## config.mk

```make
export PLATFORM = sky130hd
export DESIGN_NAME = aifs_sequencer
export DESIGN_NICKNAME = d
export VERILOG_FILES = /design/src/core/aifs_pkg.sv /design/src/core/aifs_sequencer.sv
export SDC_FILE = /design/constraint.sdc
export NUM_CORES = 1
export LEC_CHECK = 0
export BUFFER_PORTS_ARGS = -buffer_cell sky130_fd_sc_hd__buf_4
export CAP_MARGIN = 20
export CELL_PAD_IN_SITES_DETAIL_PLACEMENT = 1
export CELL_PAD_IN_SITES_GLOBAL_PLACEMENT = 2
export CORE_UTILIZATION = 36
export DETAILED_ROUTE_END_ITERATION = 6
export GPL_ROUTABILITY_DRIVEN = 0
export GPL_TIMING_DRIVEN = 0
export PLACE_DENSITY = 0.83
export SYNTH_ARGS = -nofsm -noshare
export SYNTH_HDL_FRONTEND = slang
export SYNTH_SLANG_ARGS = --single-unit
```

## constraint.sdc

```tcl
create_clock -name mclk -period 8.5 [get_ports mclk]
set_input_delay 0.425 -clock mclk [delete_from_list [all_inputs] [get_ports mclk]]
set_output_delay 0.425 -clock mclk [all_outputs]
set_load 0.05 [all_outputs]
```

## src/core/aifs_pkg.sv

```systemverilog
// Constants, register map and types for the ADC input frame sequencer.
// Assumes a byte-wide register port and a slow tick enable derived from mclk.
// Function
// - Sequencer state advances only on the slow 32768 Hz tick.
// - Each slot state begins exactly on a slow tick edge.
// - Sequencer emits mux step, filter start and reference swap phase.
// - One compute-engine pass is launched per frame.
// - Slot length is (3-2*fast)*(decimator_length+1)*(rate_halve+1) ticks.
// - Frame length is (3-2*fast) ticks plus slot length times slot count.
// - Frame length in decimator clocks is tick length times (48+102*fast).
// - Frames start at slot 0 and run through the programmed slot count.
// - Slot length scales with filter samples; length 1 means 288 cycles.
// - Remote-enabled current pairs are not routed through the multiplexer.
// - Remote samples go straight to engine memory in the frame's second half.
// - Gain boost bit 5 clear gives neutral pair gain of 1.
// - Metering formula value 5 selects sum of three phase products.
// - Reference chopping is governed by the two-bit field at bits 3:2.
package aifs_pkg;
    localparam logic [15:0] AIFS_ADDR_FRAME   = 16'h2100;
    localparam logic [15:0] AIFS_ADDR_SEL89   = 16'h2101;
    localparam logic [15:0] AIFS_ADDR_SEL67   = 16'h2102;
    localparam logic [15:0] AIFS_ADDR_SEL45   = 16'h2103;
    localparam logic [15:0] AIFS_ADDR_SEL23   = 16'h2104;
    localparam logic [15:0] AIFS_ADDR_SEL01   = 16'h2105;
    localparam logic [15:0] AIFS_ADDR_FORMULA = 16'h2106;
    localparam logic [15:0] AIFS_ADDR_FILTER  = 16'h210C;
    localparam logic [15:0] AIFS_ADDR_RATE    = 16'h2200;
    localparam logic [15:0] AIFS_ADDR_GAIN    = 16'h2704;
    localparam logic [15:0] AIFS_ADDR_REMOTE  = 16'h2709;
    localparam logic [7:0]  AIFS_REG_RESET    = 8'h00;
    localparam int AIFS_SLOTS_MAX      = 11;
    localparam int AIFS_FRAME_CNT_LSB  = 4;
    localparam int AIFS_FORMULA_LSB    = 5;
    localparam int AIFS_CHOP_LSB       = 2;
    localparam int AIFS_FIRLEN_LSB     = 1;
    localparam int AIFS_DIFF_LSB       = 4;
    localparam int AIFS_RATE_HALVE_BIT = 5;
    localparam int AIFS_FAST_BIT       = 4;
    localparam int AIFS_GAIN_BIT       = 5;
    localparam int AIFS_REMOTE_LSB     = 3;
    localparam int AIFS_DECIM_SLOW     = 48;
    localparam int AIFS_DECIM_FAST_ADD = 102;
    localparam int AIFS_SAMPLES_PER_LEN = 288;
    localparam logic [2:0] AIFS_FORMULA_THREE_PHASE = 3'h5;
    localparam int AIFS_MCLK_HZ        = 25000000;
    localparam int AIFS_TICK_HZ        = 32768;
    localparam int AIFS_TICK_DIV       = AIFS_MCLK_HZ / AIFS_TICK_HZ;
    localparam logic [1:0] AIFS_CHOP_OFF  = 2'h0;
    localparam logic [1:0] AIFS_CHOP_HIGH = 2'h1;
    localparam logic [1:0] AIFS_CHOP_LOW  = 2'h2;
    typedef enum logic [1:0] {AIFS_IDLE, AIFS_SETTLE, AIFS_SLOT} aifs_state_e;
endpackage

```

## src/core/aifs_sequencer.sv

```systemverilog
// Frame sequencer: steps the input multiplexer through programmed slots,
// starts the decimation filter, chops the reference, launches engine passes.
// Assumes the slow tick is an enable pulse divided down from mclk.
`timescale 1ns/1ps
module aifs_sequencer
    import aifs_pkg::*;
#(
    parameter int TICK_DIV = AIFS_TICK_DIV
) (
    input  wire logic        mclk,              // System clock
    input  wire logic        rstn,              // Async reset, active low
    input  wire logic [15:0] reg_addr,          // Register address
    input  wire logic [7:0]  reg_wdata,         // Write data
    input  wire logic        reg_wr,            // Write strobe
    input  wire logic        reg_rd,            // Read strobe
    output logic      [7:0]  reg_rdata,         // Read data, cycle after strobe
    output logic             slow_tick,         // Slow tick enable pulse
    output logic      [3:0]  slot_input_select, // Current mux input handle
    output logic      [3:0]  slot_index,        // Current slot number
    output logic             mux_step,          // Pulse at each slot start
    output logic             filter_start,      // Pulse starting a filter run
    output logic             reference_swap_phase, // Reference chop phase
    output logic             engine_pass_start, // Pulse launching engine pass
    output logic             remote_sample,     // Pulse: capture remote samples
    output logic      [2:0]  remote_route,      // Pairs a,b,c routed remotely
    output logic      [3:0]  pair_differential, // Diff enables n,a,b,c
    output logic      [2:0]  neutral_gain,      // Neutral pair gain code: 1, or 0 when boosted
    output logic             three_phase_sum,   // Formula sums phase products
    output logic      [2:0]  metering_formula_select, // Formula field
    output logic      [15:0] frame_decim_cycles // Frame length in decimator clocks
);
    typedef struct packed {
        logic [15:0] div;
        logic        tick;
        logic [7:0]  r_frame;
        logic [7:0]  r_s89;
        logic [7:0]  r_s67;
        logic [7:0]  r_s45;
        logic [7:0]  r_s23;
        logic [7:0]  r_s01;
        logic [7:0]  r_form;
        logic [7:0]  r_filt;
        logic [7:0]  r_rate;
        logic [7:0]  r_gain;
        logic [7:0]  r_rmt;
        logic [7:0]  rdata;
        aifs_state_e st;
        logic [7:0]  cnt;
        logic [3:0]  slot;
        logic [3:0]  nslots;
        logic [7:0]  slot_len;
        logic [3:0]  sel;
        logic        step;
        logic        fstart;
        logic        eng;
        logic        rsamp;
        logic        phase;
    } aifs_s;

    aifs_s q, d;

    function automatic logic [3:0] aifs_slot_sel(input aifs_s s, input logic [3:0] n);
        case (n)
            4'h0:    aifs_slot_sel = s.r_s01[3:0];
            4'h1:    aifs_slot_sel = s.r_s01[7:4];
            4'h2:    aifs_slot_sel = s.r_s23[3:0];
            4'h3:    aifs_slot_sel = s.r_s23[7:4];
            4'h4:    aifs_slot_sel = s.r_s45[3:0];
            4'h5:    aifs_slot_sel = s.r_s45[7:4];
            4'h6:    aifs_slot_sel = s.r_s67[3:0];
            4'h7:    aifs_slot_sel = s.r_s67[7:4];
            4'h8:    aifs_slot_sel = s.r_s89[3:0];
            4'h9:    aifs_slot_sel = s.r_s89[7:4];
            default: aifs_slot_sel = s.r_frame[3:0];
        endcase
    endfunction

    logic       fast;
    logic       halve;
    logic [1:0] firlen;
    logic [3:0] count_cfg;
    logic [1:0] base;
    logic [7:0] slot_len_cfg;
    // Nine bits: a slow frame of eleven long slots runs past 255 ticks
    logic [8:0] frame_ticks;
    logic [1:0] chop;

    always_comb begin
        fast         = q.r_rate[AIFS_FAST_BIT];
        halve        = q.r_rate[AIFS_RATE_HALVE_BIT];
        firlen       = q.r_filt[AIFS_FIRLEN_LSB +: 2];
        chop         = q.r_form[AIFS_CHOP_LSB +: 2];
        count_cfg    = q.r_frame[AIFS_FRAME_CNT_LSB +: 4];
        if (count_cfg > 4'(AIFS_SLOTS_MAX))
            count_cfg = 4'(AIFS_SLOTS_MAX);
        base         = fast ? 2'h1 : 2'h3;
        // Slot length scales with filter sample count
        slot_len_cfg = 8'(base * ({1'b0, firlen} + 3'h1) * ({1'b0, halve} + 2'h1));
        frame_ticks  = 9'(9'(base) + 9'(slot_len_cfg) * 9'(count_cfg));
    end

    always_comb begin
        d        = q;
        d.step   = 1'b0;
        d.fstart = 1'b0;
        d.eng    = 1'b0;
        d.rsamp  = 1'b0;
        d.tick   = 1'b0;
        if (q.div == 16'(TICK_DIV - 1)) begin
            d.div  = 16'h0000;
            d.tick = 1'b1;
        end else begin
            d.div = q.div + 16'h0001;
        end
        if (reg_wr) begin
            case (reg_addr)
                AIFS_ADDR_FRAME:   d.r_frame = reg_wdata;
                AIFS_ADDR_SEL89:   d.r_s89   = reg_wdata;
                AIFS_ADDR_SEL67:   d.r_s67   = reg_wdata;
                AIFS_ADDR_SEL45:   d.r_s45   = reg_wdata;
                AIFS_ADDR_SEL23:   d.r_s23   = reg_wdata;
                AIFS_ADDR_SEL01:   d.r_s01   = reg_wdata;
                AIFS_ADDR_FORMULA: d.r_form  = reg_wdata;
                AIFS_ADDR_FILTER:  d.r_filt  = reg_wdata;
                AIFS_ADDR_RATE:    d.r_rate  = reg_wdata;
                AIFS_ADDR_GAIN:    d.r_gain  = reg_wdata;
                AIFS_ADDR_REMOTE:  d.r_rmt   = reg_wdata;
                default: ;
            endcase
        end
        d.rdata = 8'h00;
        if (reg_rd) begin
            case (reg_addr)
                AIFS_ADDR_FRAME:   d.rdata = q.r_frame;
                AIFS_ADDR_SEL89:   d.rdata = q.r_s89;
                AIFS_ADDR_SEL67:   d.rdata = q.r_s67;
                AIFS_ADDR_SEL45:   d.rdata = q.r_s45;
                AIFS_ADDR_SEL23:   d.rdata = q.r_s23;
                AIFS_ADDR_SEL01:   d.rdata = q.r_s01;
                AIFS_ADDR_FORMULA: d.rdata = q.r_form;
                AIFS_ADDR_FILTER:  d.rdata = q.r_filt;
                AIFS_ADDR_RATE:    d.rdata = q.r_rate;
                AIFS_ADDR_GAIN:    d.rdata = q.r_gain;
                AIFS_ADDR_REMOTE:  d.rdata = q.r_rmt;
                default:           d.rdata = 8'h00;
            endcase
        end
        // All sequencing happens only on the slow tick
        if (q.tick) begin
            case (q.st)
                AIFS_IDLE: begin
                    // Slot count and slot length are latched at frame start; slot selections are read live at each slot start
                    if (count_cfg != 4'h0) begin
                        d.st       = AIFS_SETTLE;
                        d.cnt      = 8'(base) - 8'h01;
                        d.nslots   = count_cfg;
                        d.slot_len = slot_len_cfg;
                        d.eng      = 1'b1;
                    end
                end
                AIFS_SETTLE: begin
                    if (q.cnt == 8'h00) begin
                        d.st     = AIFS_SLOT;
                        d.slot   = 4'h0;
                        d.sel    = aifs_slot_sel(q, 4'h0);
                        d.cnt    = q.slot_len - 8'h01;
                        d.step   = 1'b1;
                        d.fstart = 1'b1;
                    end else begin
                        d.cnt = q.cnt - 8'h01;
                    end
                end
                AIFS_SLOT: begin
                    if (q.slot == (q.nslots >> 1) && q.cnt == q.slot_len - 8'h01)
                        d.rsamp = |q.r_rmt[AIFS_REMOTE_LSB +: 3];
                    if (q.cnt != 8'h00) begin
                        d.cnt = q.cnt - 8'h01;
                    end else if (q.slot + 4'h1 < q.nslots) begin
                        d.slot   = q.slot + 4'h1;
                        d.sel    = aifs_slot_sel(q, q.slot + 4'h1);
                        d.cnt    = q.slot_len - 8'h01;
                        d.step   = 1'b1;
                        d.fstart = 1'b1;
                    end else if (count_cfg != 4'h0) begin
                        // Back-to-back frame with freshly latched settings
                        d.st       = AIFS_SETTLE;
                        d.cnt      = 8'(base) - 8'h01;
                        d.nslots   = count_cfg;
                        d.slot_len = slot_len_cfg;
                        d.eng      = 1'b1;
                    end else begin
                        d.st = AIFS_IDLE;
                    end
                end
                default: d.st = AIFS_IDLE;
            endcase
        end
        // Reference swaps each slot when auto chopping; fixed levels otherwise
        case (chop)
            AIFS_CHOP_OFF:  d.phase = 1'b0;
            AIFS_CHOP_HIGH: d.phase = 1'b1;
            AIFS_CHOP_LOW:  d.phase = 1'b0;
            default:        d.phase = (d.step ? ~q.phase : q.phase);
        endcase
    end

    always_ff @(posedge mclk or negedge rstn) begin
        if (!rstn) begin
            q <= '{div:      16'h0000,
                   tick:     1'b0,
                   r_frame:  AIFS_REG_RESET,
                   r_s89:    AIFS_REG_RESET,
                   r_s67:    AIFS_REG_RESET,
                   r_s45:    AIFS_REG_RESET,
                   r_s23:    AIFS_REG_RESET,
                   r_s01:    AIFS_REG_RESET,
                   r_form:   AIFS_REG_RESET,
                   r_filt:   AIFS_REG_RESET,
                   r_rate:   AIFS_REG_RESET,
                   r_gain:   AIFS_REG_RESET,
                   r_rmt:    AIFS_REG_RESET,
                   rdata:    8'h00,
                   st:       AIFS_IDLE,
                   cnt:      8'h00,
                   slot:     4'h0,
                   nslots:   4'h0,
                   slot_len: 8'h00,
                   sel:      4'h0,
                   step:     1'b0,
                   fstart:   1'b0,
                   eng:      1'b0,
                   rsamp:    1'b0,
                   phase:    1'b0};
        end else begin
            q <= d;
        end
    end

    assign reg_rdata               = q.rdata;
    assign slow_tick               = q.tick;
    assign slot_input_select       = q.sel;
    assign slot_index              = q.slot;
    assign mux_step                = q.step;
    assign filter_start            = q.fstart;
    assign reference_swap_phase    = q.phase;
    assign engine_pass_start       = q.eng;
    assign remote_sample           = q.rsamp;
    assign remote_route            = q.r_rmt[AIFS_REMOTE_LSB +: 3];
    assign pair_differential       = q.r_filt[AIFS_DIFF_LSB +: 4];
    assign neutral_gain            = q.r_gain[AIFS_GAIN_BIT] ? 3'h0 : 3'h1;
    assign metering_formula_select = q.r_form[AIFS_FORMULA_LSB +: 3];
    assign three_phase_sum         = (metering_formula_select == AIFS_FORMULA_THREE_PHASE);
    assign frame_decim_cycles      = 16'(frame_ticks * (fast ? 8'(AIFS_DECIM_SLOW + AIFS_DECIM_FAST_ADD)
                                                             : 8'(AIFS_DECIM_SLOW)));
endmodule

```

# Word-level counts from Yosys, hierarchy flattened
# Index checks and enable logic that the tools add are counted.
[totals]
ff_bits = 148
input_bits = 28
output_inout_bits = 52
[classes]
addsub = 8
n_mul = 4
order_cmp = 2
eq_ne = 34
muxes = 38
bitwise = 1
reduce_logical = 28
[op_table]
columns = ["operator", "count"]
rows = [
  ["16-bit by 14-bit == test with 1-bit output (second input constant)", 11],
  ["8-bit one-hot mux with 11 select lines", 1],
  ["8-bit 2-to-1 mux", 6],
  ["4-bit one-hot mux with 10 select lines", 1],
  ["12-bit 2-to-1 mux", 2],
  ["12-bit one-hot mux with 2 select lines", 1],
  ["8-bit one-hot mux with 3 select lines", 1],
  ["23-bit 2-to-1 mux", 1],
  ["2-bit AND reduction", 11],
  ["16-bit by 1-bit adder with 16-bit output (second input constant)", 1],
  ["16-bit by 10-bit == test with 1-bit output (second input constant)", 1],
  ["4-bit by 3-bit == test with 1-bit output (second input constant)", 4],
  ["9-bit by 8-bit multiplier with 16-bit output", 1],
  ["16-bit 2-to-1 mux", 1],
  ["4-bit 2-to-1 mux", 4],
  ["8-bit by 1-bit subtractor with 8-bit output (second input constant)", 2],
  ["6-bit 2-to-1 mux", 2],
  ["6-bit one-hot mux with 2 select lines", 1],
  ["10-bit 2-to-1 mux", 1],
  ["2-bit != test (second input constant)", 5],
  ["5-bit AND reduction", 2],
  ["2-bit by 9-bit adder with 9-bit output", 1],
  ["7-bit by 4-bit multiplier with 9-bit output", 1],
  ["4-bit by 2-bit == test with 1-bit output (second input constant)", 2],
  ["other kinds (33)", 51],
]

# Logic depth before layout (Yosys ltp)
[logic_depth]
word_depth = 10
depth_mapped = 34

# Least setup slack after synthesis
# Ideal clock, no wire load.
[synth_timing]
path_kind = "reg2out"
startpoint = "register q, in the netlist fast"
endpoint = "output frame_decim_cycles[15]"
t_arrival_ns = 8.085
required_ns = 8.075
path_slack_ns = -0.010
path_stages_with_launch = 30
path_buffers = 2
cell_sequence = "dfrtp_1 -> clkbuf_1 -> clkbuf_1 -> nor2b_1 -> ha_1 -> xor2_1 -> a22oi_1 -> xnor2_1 -> nand2_1 -> fa_1 -> fa_1 -> inv_1 -> ha_1 -> and3_1 -> a221o_1 -> a2111o_1 -> o211ai_1 -> inv_1 -> ha_1 -> fa_1 -> fa_1 -> inv_1 -> fa_1 -> inv_1 -> ha_1 -> nor3_1 -> o21ai_0 -> a31oi_1 -> a21oi_1 -> xnor2_1"
[synth_via]
elab_chain_cells = 6
elab_cells_between_ends = 7
cone_classes = "add/sub (1); mul (4); mux (2)"
[synth_rtl]
columns = ["element", "line_no", "text"]
rows = [
  ["start, declared", "aifs_sequencer.sv:60", "aifs_s q, d;"],
  ["start signal, assigned", "aifs_sequencer.sv:209", "q <= '{div: 16'h0000,"],
  ["2-bit 2-to-1 mux", "aifs_sequencer.sv:96", "base = fast ? 2'h1 : 2'h3;"],
  ["2-bit by 3-bit multiplier with 5-bit output", "aifs_sequencer.sv:98", "slot_len_cfg = 8'(base * ({1'b0, firlen} + 3'h1) * ({1'b0, halve} + 2'h1));"],
  ["5-bit by 2-bit multiplier with 7-bit output", "aifs_sequencer.sv:98", ""],
  ["7-bit by 4-bit multiplier with 9-bit output", "aifs_sequencer.sv:99", "frame_ticks = 9'(9'(base) + 9'(slot_len_cfg) * 9'(count_cfg));"],
  ["2-bit by 9-bit adder with 9-bit output", "aifs_sequencer.sv:99", ""],
  ["9-bit by 8-bit multiplier with 16-bit output *", "aifs_sequencer.sv:253", "assign frame_decim_cycles = 16'(frame_ticks * (fast ? 8'(AIFS_DECIM_SLOW + AIFS_DECIM_FAST_ADD)"],
  ["end, declared", "aifs_sequencer.sv:30", "output logic [15:0] frame_decim_cycles"],
]
# Mark *: on every way between the ends. The rest lies on a longest branch, timed or not.

# Worst setup path after layout
[layout_timing]
startpoint = "register q, in the netlist firlen[1]"
endpoint = "output frame_decim_cycles[14]"
[layout_via]
elab_chain_cells = 6
[layout_rtl]
columns = ["element", "line_no"]
rows = [
  ["2-bit by 1-bit adder with 3-bit output", "aifs_sequencer.sv:98"],
  ["2-bit by 3-bit multiplier with 5-bit output", "aifs_sequencer.sv:98"],
  ["5-bit by 2-bit multiplier with 7-bit output", "aifs_sequencer.sv:98"],
  ["7-bit by 4-bit multiplier with 9-bit output", "aifs_sequencer.sv:99"],
  ["2-bit by 9-bit adder with 9-bit output", "aifs_sequencer.sv:99"],
  ["9-bit by 8-bit multiplier with 16-bit output", "aifs_sequencer.sv:253"],
]
# Every way passes these cells.

==> results.toml <==
[run_status]
status = "finished clean"

[power]
power_leakage_uw = 0.00593
p_sw_share_pct = 26.9
p_switching_uw = 425
p_seq_share_pct = 44.2
peakVddDrop_uv = 150
pwr-share-comb_pct = 7.5
p_per_area_nw_per_um2 = 128
clkPwrFrac_pct = 48.3
p_total_uw = 1580
internal-power_uw = 1160

[critical_path]
critPathTopFamily = "adder cells"
required_ns = 8.08
cp-start-kind = "flip-flop"
worst_path_largest_cell_delay_ns = 0.54
crit_fanout = 4
critPathCaptureType = "output port"
crit_slowest_cell = "fa_1"
critPathKind = "flip-flop to output port"
arrival_ns = 7.95
worstPathBufferInverterCount = 5

[die]
die_x_um = 169
die_h_um = 169
rows = 60
pin_count = 80
coreArea_um2 = 27300
start_util_pct = 37.0
die_area_um2 = 28700

[drt]
drcViolationCount = 0
wl_per_cell_um = 19.2
drtAntennaViolNets = 0
vias = 8121
routed_wl_um = 28900
drt_iter0_drc = 517
viasPerCell = 5.40
first_pass_iters = 7

[layout]
fin_nets = 1247
layout.cells.non_filler = 1505
antenna_cells = 0
design_area_um2 = 12300
fin_util_pct = 45.2
fill_cells = 3020
drive_above_1_share_pct = 28.2
multi_input_area_um2 = 6120
syn_to_final_growth_pct = 22.0
regArea_um2 = 3680

[global_route]
grtUsageTotal_pct = 21.1
antenna_found_initial = 0
grt_overflow_total = 0
grt_pass1_wl_um = 46800
grt_max_degree = 92
first_global_vias = 8450

[logic_synthesis]
async_flop_share_pct = 100
syn_area_um2 = 10100
yosysUniqueCellTypes = 72
ys.flop_type = "dfrtp_1"
synth_area_leaders = "dfrtp_1 (36%), mux2_2 (11%), ha_1 (8.9%)"
yosysWarnings = 0
yosysTopAreaCellShare_pct = 36.5
yosys-top-cells-count = "dfrtp_1 (147), mux2_2 (95), ha_1 (72)"
synth_top_cell_by_area = "dfrtp_1"
postSynthCellCount = 989
yosysMostFrequentCell = "dfrtp_1"
synth_edf_count = 0
ys_seq_area_share_pct = 36.5
ys_ff_latch = 147
avgSynthCellArea_um2 = 10.2

[clock_network]
clkSinkCount = 147
htreeDepth = 4
insertion_delay_ns = 0.44
cts-root-buf = "clkbuf_16"
cts_tree = "yes"
cts_buffers = 17
cts_max_path_buffers = 2
cts.clk_slew.worst_paths_ns = 0.07

[flow_run]
drv_cap = 0

[timing]
fin_crit_sh_pct = 98.5
hold_violations = 0
max-slew-margin-rel_pct = 31.2
rsz0062_at_grt = "yes"
tns_ns = 0
fmax_ghz = 0.119
worst_pin_slew_ns = 1.02
setup_viol = 0
clock_skew_ns = 0.0102
drv_slew = 0
fin_crit_ns = 8.37

[placement]
io_buffers = 75
dpl.cell_count = 1447
dp_hpwl_um = 21100
place_area_um2 = 11200

[worst_hold_path]
min_path_type = "input pin to flip-flop"
path summary, 6_finish.rpt:
kind | from | end | slack (ns) | cells past startpoint
hold reg to reg | q[147]$_DFF_PN0_ | q[147]$_DFF_PN0_ | 0.49 | 1
setup reg to reg | slot_index[0]$_DFFE_PN0P_ | q[27]$_DFFE_PN0P_ | 3.95 | 10
hold / removal | reg_wdata[5] | halve$_DFFE_PN0P_ | 0.23 | 2
max in group asynchronous | rstn | q[59]$_DFFE_PN0P_ | 7.14 | 3
setup / recovery | firlen[1]$_DFFE_PN0P_ | frame_decim_cycles[14] | 0.13 | 30
min in group asynchronous | rstn | q[144]$_DFF_PN0_ | 0.51 | 2
placed cells by master (no fill, tap or decap), types with 14 or more instances in the layout:
| master | n |
|---|---|
| a21oi_1 | 27 |
| a222oi_1 | 16 |
| a22oi_1 | 22 |
| and2_1 | 18 |
| buf_4 | 129 |
| clkbuf_1 | 28 |
| clkbuf_16 | 18 |
| dfrtp_1 | 145 |
| fa_1 | 27 |
| ha_1 | 62 |
| inv_1 | 60 |
| mux2_2 | 95 |
| nand2_1 | 61 |
| nand3_1 | 28 |
| nor2_1 | 53 |
| nor3_1 | 14 |
| o21ai_0 | 42 |
| xnor2_1 | 31 |
| xor2_1 | 20 |
registers in the layout (all words and copies together) (netlist names):
register and cells:
chop 2, engine_pass_start 1, fast 1, filter_start 1
firlen 2, halve 1, metering_formula_select 3, pair_differential 4
q 110, reference_swap_phase 1, reg_rdata 8, remote_route 3
remote_sample 1, slot_index 4, slot_input_select 4, slow_tick 1
stage by stage:
stage	hold WS (ns)	setup slack, ns
after floorplan	0.129	0.0866
after global placement	0.479	-0.960
final	0.229	0.126
after detailed placement	0.434	-1.07
after global routing	0.220	-0.250
after CTS	0.218	0.00496
layout make-up:
type,instances,share of cell area [%]
plain buffers,66,3.18
clock buffers,17,3.46
clock inverters,15,1.35
inverters,68,2.07
multi-input cells,717,49.7
flip-flops and latches,147,29.9
well taps,372,3.78
repair buffers,103,6.53
routing by layer:
| layer | vias up | wire, um | global-route usage [%] |
|---|---|---|---|
| li1 | 3772 | - | - |
| met4 | 0 | 679 | 6.93 |
| met5 | - | 0 | 0 |
| met1 | 4139 | 13500 | 29.4 |
| met2 | 169 | 13600 | 33.2 |
| met3 | 41 | 1070 | 3.64 |
cell families after synthesis:
| group | count (synthesis) | synth area share [%] |
|---|---|---|
| AOI/OAI and AO/OA | 189 | 13.0 |
| xor gates and xnor gates | 57 | 4.95 |
| adders and majority gates | 99 | 14.3 |
| buffers and inverters | 135 | 6.21 |
| DFF | 147 | 36.5 |
| muxes | 107 | 11.8 |
| other | 2 | 0.0744 |
| and+or+nand+nor | 253 | 13.2 |
worst register-to-register path, stage by stage (launching register included):
cell      delay, ns
dfrtp_1        0.52
ha_1           0.32
xnor2_1        0.83
clkinv_1       0.59
ha_1           0.36
or3_1          0.39
o221ai_1       0.38
o21a_1         0.19
o21ai_0        0.14
or2_2          0.38
o41ai_1        0.33
power groups by stage:
stage                     logic, uW  registers, uW  clock network, uW
after floorplan                62.8            713                  0
after global placement          110            713                  0
after detailed placement        112            713                  0
after CTS                       119            699                775
after global routing            132            699                807
final                           118            699                764
what timing repair did:
item,in CTS,in global routing
endpoints found under the setup margin,9,6
setup buffers,15,11
pin swaps,24,36
endpoints found under the hold margin,56,0
gates resized for setup,41,24
hold buffers,1,0
cloned,0,0
(Power assumes the default switching activity.)
